**config.mk**
```make
export PLATFORM = sky130hd
export DESIGN_NAME = isbx_exec
export DESIGN_NICKNAME = d
export VERILOG_FILES = /design/src/isbx_pkg.sv /design/src/isbx_exec.sv /design/src/isbx_alu.sv
export SDC_FILE = /design/constraint.sdc
export NUM_CORES = 1
export LEC_CHECK = 0
export ABC_AREA = 1
export BUFFER_PORTS_ARGS = -buffer_cell sky130_fd_sc_hd__buf_2
export CAP_MARGIN = 20
export CORE_MARGIN = 4
export CORE_UTILIZATION = 35
export DETAILED_ROUTE_END_ITERATION = 6
export SYNTH_ARGS = -nofsm -noshare
export SYNTH_HDL_FRONTEND = slang
export SYNTH_SLANG_ARGS = --single-unit
```
**constraint.sdc**
```tcl
create_clock -name core_clk -period 6.1 [get_ports core_clk]
set_clock_uncertainty 0.2 [all_clocks]
set_input_delay 0.305 -clock core_clk [delete_from_list [all_inputs] [get_ports core_clk]]
set_output_delay 0.305 -clock core_clk [all_outputs]
set_load 0.005 [all_outputs]
```
**src/isbx_pkg.sv**
```systemverilog
// Package for the five-instruction execution block of a small 8-bit core.
// Assumes the core supplies an undecoded 14-bit instruction word and file data.
//
// Overview of operation
// - Decrement-and-skip takes file minus one to acc (d=0) or file (d=1), flags kept.
// - A zero decrement result drops the fetched next instruction for a NOP cycle.
// - Increment-and-skip routes file plus one by the destination bit, flags kept.
// - An increment-and-skip result that wraps to zero replaces the next instruction by a NOP cycle.
// - The absolute jump loads its 11-bit operand into program counter bits 10 to 0.
// - On the absolute jump, program counter bits 12:11 come from high latch bits 4:3.
// - The absolute jump always branches, takes two cycles and leaves all flags alone.
// - Literal-OR stores accumulator OR 8-bit literal in the accumulator, updating zero.
// - Plain increment routes file plus one by the destination bit and updates zero.
// - The status register holds a zero bit that flag-affecting instructions update.
package isbx_pkg;

   // ****************************************
   // Widths and encodings
   // ****************************************
   localparam int ISBX_DATA_W = 8;
   localparam int ISBX_PC_W = 13;
   localparam int ISBX_FADDR_W = 7;
   localparam int ISBX_INSN_W = 14;
   localparam logic [5:0] ISBX_OP_DECSKIP = 6'h0B;
   localparam logic [5:0] ISBX_OP_INCSKIP = 6'h0F;
   localparam logic [5:0] ISBX_OP_INC = 6'h0A;
   localparam logic [5:0] ISBX_OP_ORLIT = 6'h38;
   localparam logic [2:0] ISBX_OP_JUMP = 3'h5;
   localparam int ISBX_DEST_BIT = 7;
   localparam int ISBX_LATCH_HI = 4;
   localparam int ISBX_LATCH_LO = 3;
   localparam int ISBX_STATUS_Z = 2;
   localparam logic [7:0] ISBX_ACC_RST = 8'h00;
   localparam logic [7:0] ISBX_STATUS_RST = 8'h18;
   localparam logic [12:0] ISBX_PC_RST = 13'h0000;

   typedef enum logic [2:0] {
      ISBX_EX_NONE, ISBX_EX_DECSKIP, ISBX_EX_INCSKIP, ISBX_EX_INC, ISBX_EX_ORLIT, ISBX_EX_JUMP
   } isbx_op_e;

endpackage

```
**src/isbx_exec.sv**
```systemverilog
// Execution logic for decrement/increment-and-skip, jump, literal-OR, increment.
// Assumes the core presents one instruction per cycle with insn_valid and
// supplies the addressed file register contents combinationally.
`timescale 1ns/10ps
`default_nettype none
module isbx_exec (
   // Clock and reset
   input wire logic core_clk,
   input wire logic rst,
   // Instruction in
   input wire logic insn_valid,
   input wire logic [isbx_pkg::ISBX_INSN_W-1:0] insn,
   // File register side
   input wire logic [isbx_pkg::ISBX_DATA_W-1:0] file_rdata,
   input wire logic [isbx_pkg::ISBX_DATA_W-1:0] program_counter_high_latch,
   output logic [isbx_pkg::ISBX_FADDR_W-1:0] file_addr,
   output logic [isbx_pkg::ISBX_DATA_W-1:0] file_wdata,
   output logic file_we,
   // Core state
   output logic [isbx_pkg::ISBX_DATA_W-1:0] acc,
   output logic [isbx_pkg::ISBX_DATA_W-1:0] status,
   output logic [isbx_pkg::ISBX_PC_W-1:0] pc,
   output logic nop_cycle,
   output logic jump_taken
);
   import isbx_pkg::*;

   typedef struct packed {
      logic [ISBX_DATA_W-1:0] acc;
      logic [ISBX_DATA_W-1:0] status;
      logic [ISBX_PC_W-1:0] pc;
      logic [ISBX_FADDR_W-1:0] faddr;
      logic [ISBX_DATA_W-1:0] fwdata;
      logic fwe;
      logic flush;
      logic jump;
   } isbx_state_s;

   isbx_state_s st_q, st_d;
   isbx_op_e op;
   logic [ISBX_DATA_W-1:0] alu_res;
   logic alu_zero;
   logic dest_file;
   logic exec;

   // ****************************************
   // Decode
   // ****************************************
   function automatic isbx_op_e isbx_decode(input logic [ISBX_INSN_W-1:0] w);
      isbx_op_e r;
      r = ISBX_EX_NONE;
      if (w[13:11] == ISBX_OP_JUMP) begin
         r = ISBX_EX_JUMP;
      end else if (w[13:8] == ISBX_OP_DECSKIP) begin
         r = ISBX_EX_DECSKIP;
      end else if (w[13:8] == ISBX_OP_INCSKIP) begin
         r = ISBX_EX_INCSKIP;
      end else if (w[13:8] == ISBX_OP_INC) begin
         r = ISBX_EX_INC;
      end else if (w[13:8] == ISBX_OP_ORLIT) begin
         r = ISBX_EX_ORLIT;
      end
      return r;
   endfunction

   // Instruction in a flush slot executes as a NOP
   assign exec = insn_valid && !st_q.flush;
   assign op = exec ? isbx_decode(insn) : ISBX_EX_NONE;
   assign dest_file = insn[ISBX_DEST_BIT];

   isbx_alu u_alu (
      .op(op),
      .file_val(file_rdata),
      .acc_val(st_q.acc),
      .literal(insn[7:0]),
      .result(alu_res),
      .result_zero(alu_zero)
   );

   // ****************************************
   // Next state
   // ****************************************
   always_comb begin
      st_d = st_q;
      st_d.fwe = 1'b0;
      st_d.jump = 1'b0;
      st_d.faddr = insn[ISBX_FADDR_W-1:0];
      st_d.fwdata = alu_res;
      if (insn_valid) begin
         st_d.flush = 1'b0;
         st_d.pc = st_q.pc + 13'h0001;
      end
      unique case (op)
         ISBX_EX_DECSKIP,
         ISBX_EX_INCSKIP: begin
            if (dest_file) begin
               st_d.fwe = 1'b1;
            end else begin
               st_d.acc = alu_res;
            end
            st_d.flush = alu_zero;
         end
         ISBX_EX_INC: begin
            if (dest_file) begin
               st_d.fwe = 1'b1;
            end else begin
               st_d.acc = alu_res;
            end
            st_d.status[ISBX_STATUS_Z] = alu_zero;
         end
         ISBX_EX_ORLIT: begin
            st_d.acc = alu_res;
            st_d.status[ISBX_STATUS_Z] = alu_zero;
         end
         ISBX_EX_JUMP: begin
            st_d.pc = {program_counter_high_latch[ISBX_LATCH_HI:ISBX_LATCH_LO],
                       insn[10:0]};
            st_d.flush = 1'b1;
            st_d.jump = 1'b1;
         end
         default: begin
         end
      endcase
   end

   always_ff @(posedge core_clk) begin
      if (rst) begin
         st_q <= '{acc: ISBX_ACC_RST, status: ISBX_STATUS_RST, pc: ISBX_PC_RST,
                   faddr: '0, fwdata: '0, fwe: 1'b0, flush: 1'b0, jump: 1'b0};
      end else begin
         st_q <= st_d;
      end
   end

   assign acc = st_q.acc;
   assign status = st_q.status;
   assign pc = st_q.pc;
   assign file_addr = st_q.faddr;
   assign file_wdata = st_q.fwdata;
   assign file_we = st_q.fwe;
   assign nop_cycle = st_q.flush;
   assign jump_taken = st_q.jump;
endmodule
`default_nettype wire

```
**src/isbx_alu.sv**
```systemverilog
// Arithmetic stage: result and zero detect for the four non-jump instructions.
// Assumes operands are stable within the cycle; purely combinational.
`timescale 1ns/10ps
`default_nettype none
module isbx_alu (
   // Operation
   input wire isbx_pkg::isbx_op_e op,
   // Operands
   input wire logic [isbx_pkg::ISBX_DATA_W-1:0] file_val,
   input wire logic [isbx_pkg::ISBX_DATA_W-1:0] acc_val,
   input wire logic [isbx_pkg::ISBX_DATA_W-1:0] literal,
   // Result
   output logic [isbx_pkg::ISBX_DATA_W-1:0] result,
   output logic result_zero
);
   import isbx_pkg::*;

   always_comb begin
      unique case (op)
         ISBX_EX_DECSKIP: result = file_val - 8'h01;
         ISBX_EX_INCSKIP,
         ISBX_EX_INC: result = file_val + 8'h01;
         ISBX_EX_ORLIT: result = acc_val | literal;
         default: result = 8'h00;
      endcase
      result_zero = (result == 8'h00);
   end

endmodule
`default_nettype wire

```
; ---- Yosys cells after proc, flatten, opt, wreduce, memory -nomap -nowiden
; Index checks and enable logic that the tools add are counted.
[word_totals]
ram_bits = 0
mem_bits_ro = 0
latch_bits = 0
reg_bits = 40
out_inout_bits = 47
input_bits = 33
wordCells = 51
mem_count = 0
[op_classes]
magnitude_cmp = 0
addsub = 3
div = 0
mux = 15
eq_ne = 11
bitwise = 2
reduce_logical = 12
multipliers = 0
n_shift = 0
[op_table]
columns = cell, count
row1 = 13-bit two-way mux, 2
row2 = 8-bit one-hot mux with 3 select lines, 1
row3 = "6-bit by 4-bit == test with 1-bit output, second input constant", 3
row4 = 3-bit two-way mux, 6
row5 = 8-bit one-hot mux with 2 select lines, 1
row6 = "13-bit by 1-bit adder with 13-bit output, second input constant", 1
row7 = "3-bit == test, second input constant", 3
row8 = "8-bit by 1-bit adder with 8-bit output, second input constant", 1
row9 = 8-bit logical NOT, 1
row10 = 8-bit two-way mux, 1
row11 = 8-bit bitwise OR, 1
row12 = 2-bit OR reduction, 4
row13 = "8-bit by 1-bit subtractor with 8-bit output, second input constant", 1
row14 = "3-bit by 2-bit == test with 1-bit output, second input constant", 2
row15 = "6-bit == test, second input constant", 1
row16 = 2-bit nonzero test, 2
row17 = "3-bit by 1-bit == test with 1-bit output, second input constant", 1
row18 = 1-bit two-way mux, 3
row19 = 3-bit nonzero test, 1
row20 = 3-bit OR reduction, 1
row21 = "2-bit != test, second input constant", 1
row22 = 1-bit one-hot mux with 2 select lines, 1
row23 = 2-bit AND reduction, 1
row24 = 1-bit logical AND, 1
row25 = other kinds (2), 2

; ---- Logic depth before layout (Yosys ltp)
[logic_depth]
depth_word = 12
mapped_depth = 19
ltp_nobuf = 19

; ---- Modules after synthesis
; From an unflattened synthesis, not the netlist that was laid out.
[unflattened]
hier_cells = 426
area_unflattened_um2 = 2716.4
[by_module_without_submodules]
columns = module, n_inst, cells_per_inst, area_per_inst_um2, seq_area_each_um2
row1 = isbx_exec, 1, 301, 2077.0, 800.8
row2 = isbx_alu, 1, 125, 639.4, 0.0

; ---- Least setup slack after synthesis
; OpenSTA, ideal clock, no wires.
[synth_path]
kind = input -> register
start = input insn[13] (netlist bit)
end = register st_q, in the netlist nop_cycle
t_required_ns = 5.829
path_buffers = 0
path_slack_ns = 3.744
arrival_time_ns = 2.086
path_stages = 17
setup_time_ns = 0.071
path_cell_list = nor2_2 -> nand3_2 -> nand2_2 -> nand2_2 -> ha_1 -> nand2_1 -> nor2_1 -> nand2_1 -> nand3_1 -> nand2_1 -> nand2_1 -> nor2_1 -> nor2_2 -> nand3_1 -> nor2_1 -> nand3_1 -> a21oi_1
[synth_via]
elab_chain_cells = 12
[synth_lines]
columns = item, line_no
row1 = from (decl), isbx_exec.sv:12  ; input wire logic [isbx_pkg::ISBX_INSN_W-1:0] insn,
row2 = 6-bit == test, isbx_exec.sv:60  ; end else if (w[13:8] == ISBX_OP_ORLIT) begin
row3 = 3-bit two-way mux, isbx_exec.sv:60
row4 = 3-bit two-way mux, isbx_exec.sv:58  ; end else if (w[13:8] == ISBX_OP_INC) begin
row5 = 3-bit two-way mux, isbx_exec.sv:56  ; end else if (w[13:8] == ISBX_OP_INCSKIP) begin
row6 = 3-bit two-way mux, isbx_exec.sv:54  ; end else if (w[13:8] == ISBX_OP_DECSKIP) begin
row7 = 3-bit two-way mux *, isbx_exec.sv:52  ; if (w[13:11] == ISBX_OP_JUMP) begin
row8 = 3-bit two-way mux *, isbx_exec.sv:68  ; assign op = exec ? isbx_decode(insn) : ISBX_EX_NONE;
row9 = "3-bit by 2-bit == test with 1-bit output, on equally long branches", "isbx_exec.sv:93, isbx_alu.sv:19"
row10 = 2-bit OR reduction, isbx_alu.sv:19  ; unique case (op)
row11 = 8-bit one-hot mux with 3 select lines, isbx_alu.sv:19
row12 = 8-bit logical NOT, isbx_alu.sv:26  ; result_zero = (result == 8'h00);
row13 = 1-bit one-hot mux with 2 select lines, isbx_exec.sv:93  ; unique case (op)
row14 = to (signal assigned), isbx_exec.sv:128  ; st_q <= '{acc: ISBX_ACC_RST, status: ISBX_STATUS_RST, pc: ISBX_PC_RST,
row15 = to (signal assigned), isbx_exec.sv:131  ; st_q <= st_d;
row16 = to (decl), isbx_exec.sv:39  ; isbx_state_s st_q, st_d;
; Every way passes the cells marked *; elsewhere a longest branch is shown, timed or not.
; A chain may end at the register's enable or synchronous reset.

; ---- Worst setup path in the final report
[layout_path]
start = register st_q, in the netlist nop_cycle
end = register st_q, in the netlist nop_cycle
[layout_via]
elab_chain_cells = 8
[layout_lines]
columns = item, line_no
row1 = 1-bit logical NOT *, isbx_exec.sv:67  ; assign exec = insn_valid && !st_q.flush;
row2 = 1-bit logical AND *, isbx_exec.sv:67
row3 = 3-bit two-way mux *, isbx_exec.sv:68
row4 = "3-bit by 2-bit == test with 1-bit output, on equally long branches", "isbx_exec.sv:93, isbx_alu.sv:19"
row5 = 2-bit OR reduction, isbx_alu.sv:19
row6 = 8-bit one-hot mux with 3 select lines, isbx_alu.sv:19
row7 = 8-bit logical NOT, isbx_alu.sv:26
row8 = 1-bit one-hot mux with 2 select lines, isbx_exec.sv:93
; Marked as above.

==> results.md <==
- Outcome: completed
- GRT Overall Usage: 14.5%
- Top achievable clock speed: 0.369 GHz
- Hold crit path type: in2reg
- Fin crit share: 44.4%
- Drt drc: 0
- Vert. Die Dim: 89.3 um
- Ys Warns: 0
- Vias in the first global route: 1946
- Post-CTS Setup Bufs: 0
- 1st-pass router iterations: 4
- Sequential share of the synthesized area: 34.6%
- Part of the power in combinational logic: 15.3%
- Post-synthesis cell area: 2310 sq um
- Placed Area: 2660 sq um
- Vias: 2213
- Final worst setup slack: between 3 and 4 ns
- Filler cells: 702
- Starting Density: between 30% and 40%
- CP cell instances: inv_1, nand2_1, inv_1, nand2_2, inv_1, fa_1, o21bai_1, xnor2_1, nor2_1, nor2_2, nand2_1, nor2_1, nand3_1, a21oi_1
- Gates resized, CTS repair: 0
- Mapped Avg Cell Area: 6.95 sq um
- Syn-to-layout area delta: 19.6%
- Clock tree buffer depth: 2
- Flops & latches, synth: 40
- Final Setup Violations: 0
- Net Sw Power: 157 uW
- Clock power share: 37.3%
- Worst slew pin tran: about 0.7 ns
- IR drop worst, VDD: 0.000144 V
- Worst setup SP type: register
- Share of cells above drive strength 1: 25.0%
- RSZ-0062 raised after global routing: no
- Hold Vio Cnt, Final: 0
- Initial DRC Count: 80
- CP required: 6.12 ns
- Routability Congestion: 0.773
- TritonCTS clock tree: done
- CTS sink count: 40
- Int Power: approximately 430 uW
- Clock root cell: clkbuf_8
- Final #Nets: 436
- IO Count: 80
- Antenna diodes: 0
- Htree depth: 2
- Critical Path Slowest Stage Cell: fa_1
- Most frequent CP cell: inv_1
- Mapped Cells: 333
- Max-Cap Viols: 0
- Clock transition at the registers of the reported paths: roughly 0.08 ns
- Slowest Stage Delay on Critical Path: 0.43 ns
- First-pass GRT wire length: 9050 um
- Fin. max-slew vios: 0
- Wire per inst: 12.3 um
- Synth cell types: 33
- Dpl hpwl: between 4000 and 5000 um
- Design Power: just under 600 uW
- Setup WS pre-CTS: approximately 3.2 ns
- Switching Fraction: 26.9%
- P_leak: 0.00142 uW
- I/O Buffers: 66
- Power Density: 210 nW/um^2
- Crit path capture type: register
- CTS Hold Buffers Added: 0
- Max_slew headroom: 54.2%
- Critical path type: reg2reg
- Core area: between 6000 and 7000 sq um
- GRT overflow: 0
- Clock period minus worst slack: between 2 and 3 ns
- Die area: 7980 sq um
- Final wirelength: 5800 um
- Post-route setup TNS: 0 ns
- Worst Path Arrival: between 2 and 3 ns
- Critical path peak fanout: 12
- FP Rows: 29
- Die W: 89.3 um
- CTS Buf Count: 5
- Clk_lat worst skew: 0.29 ns
- Initial antenna violation count: 0
- Multi-input logic area: 1290 sq um
- Register area: 801 sq um
- DR vias/cell: 4.68
- Largest net degree at the start of global routing: 34
- Sequential power share: a little under half
- DRT antenna net count: 0
- Cell area after layout: about 2800 sq um
through the flow:
step	cells	hold slack [ns]	utilization (%)
after floorplan	338	0.212	-
after global placement	465	0.284	41.7
after detailed placement	465	0.293	41.7
after CTS	473	0.0456	43.4
after global routing	473	0.0503	43.4
final	473	0.0532	43.4
synthesized netlist by cell type (all sizes together):
master	number	area, sq um
nand3b	1	7.51
clkbuf	6	22.5
xor2	6	52.6
nand2	59	239
nor2	67	287
a211oi	2	15.0
o21ai	22	125
a21oi	35	194
o211ai	2	15.0
nand4	5	31.3
ha	7	87.6
nand3	20	110
o221ai	1	8.76
xnor2	7	61.3
buf	10	76.3
conb	2	7.51
o21bai	1	7.51
fa	1	20.0
dfxtp	40	801
inv	39	146
cell type report:
type,instances,share of cell area (%)
clock buffer,6,2.62
clock inverter,2,1.27
sequential,40,28.9
timing repair buffer,66,11.9
inverter,39,5.29
tap,77,3.48
multi-input combinational,243,46.5
per-layer routing:
metal	global-route usage (%)	vias up	wire (um)
met5	0	-	0
met4	5.28	0	86
met3	3.41	7	348
met2	23.0	46	2770
met1	19.1	988	2600
li1	-	1172	-
cell families (layout without fill, tap and decap cells):
group | count (synthesis) | count (layout) | share of synthesized area, %
simple gates | 152 | 152 | 29.1
compound gates | 63 | 63 | 15.8
buf+inv | 55 | 113 | 10.6
flops | 40 | 40 | 34.6
xor+xnor | 13 | 13 | 4.92
fa+ha+maj | 8 | 8 | 4.65
other cells | 2 | 7 | 0.324
worst paths after layout:
check / slack (ns) / end / depth (start not counted) / from
worst max-delay path: 3.39 / nop_cycle / 14 / nop_cycle
worst min register to register: 0.30 / pc[12] / 2 / pc[12]
worst min-delay path: 0.05 / file_addr[0] / 3 / insn[0]
worst max register to register: 3.39 / nop_cycle / 14 / nop_cycle
state kept, by name (all words and copies together), names as in the netlist:
| signal | count |
|---|---|
| nop_cycle | 1 |
| acc | 8 |
| jump_taken | 1 |
| file_wdata | 8 |
| file_addr | 7 |
| file_we | 1 |
| pc | 13 |
| status | 1 |
power by group through the flow:
stage	logic [uW]	clock network, uW	registers (uW)
final	89.4	217	275
after global routing	102	232	277
after CTS	90.2	223	276
after detailed placement	89.8	0	282
after global placement	88.9	0	282
after floorplan	59.4	0	282
layout by cell type (no fill, tap or decap), drive strengths merged:
master  count
xor2        6
o21bai      1
dfxtp      40
xnor2       7
nand2      59
o221ai      1
ha          7
a211oi      2
clkinv      1
conb        7
nand4       5
a21oi      35
clkbuf      6
bufinv      1
nand3      20
fa          1
o21ai      22
nand3b      1
o211ai      2
nor2       67
buf        66
inv        39
critical path, delay by kind of cell, from the launching register on:
family / cells / cell delay [ns]
AO/OA/AOI/OAI: 2 / 0.32
XOR/XNOR: 1 / 0.16
adder cells (fa/ha/maj): 1 / 0.43
buffers and inverters: 3 / 0.25
flip-flops: 1 / 0.34
AND/OR/NAND/NOR: 7 / 0.92
No activity file was read; power rests on OpenSTA's default activity.
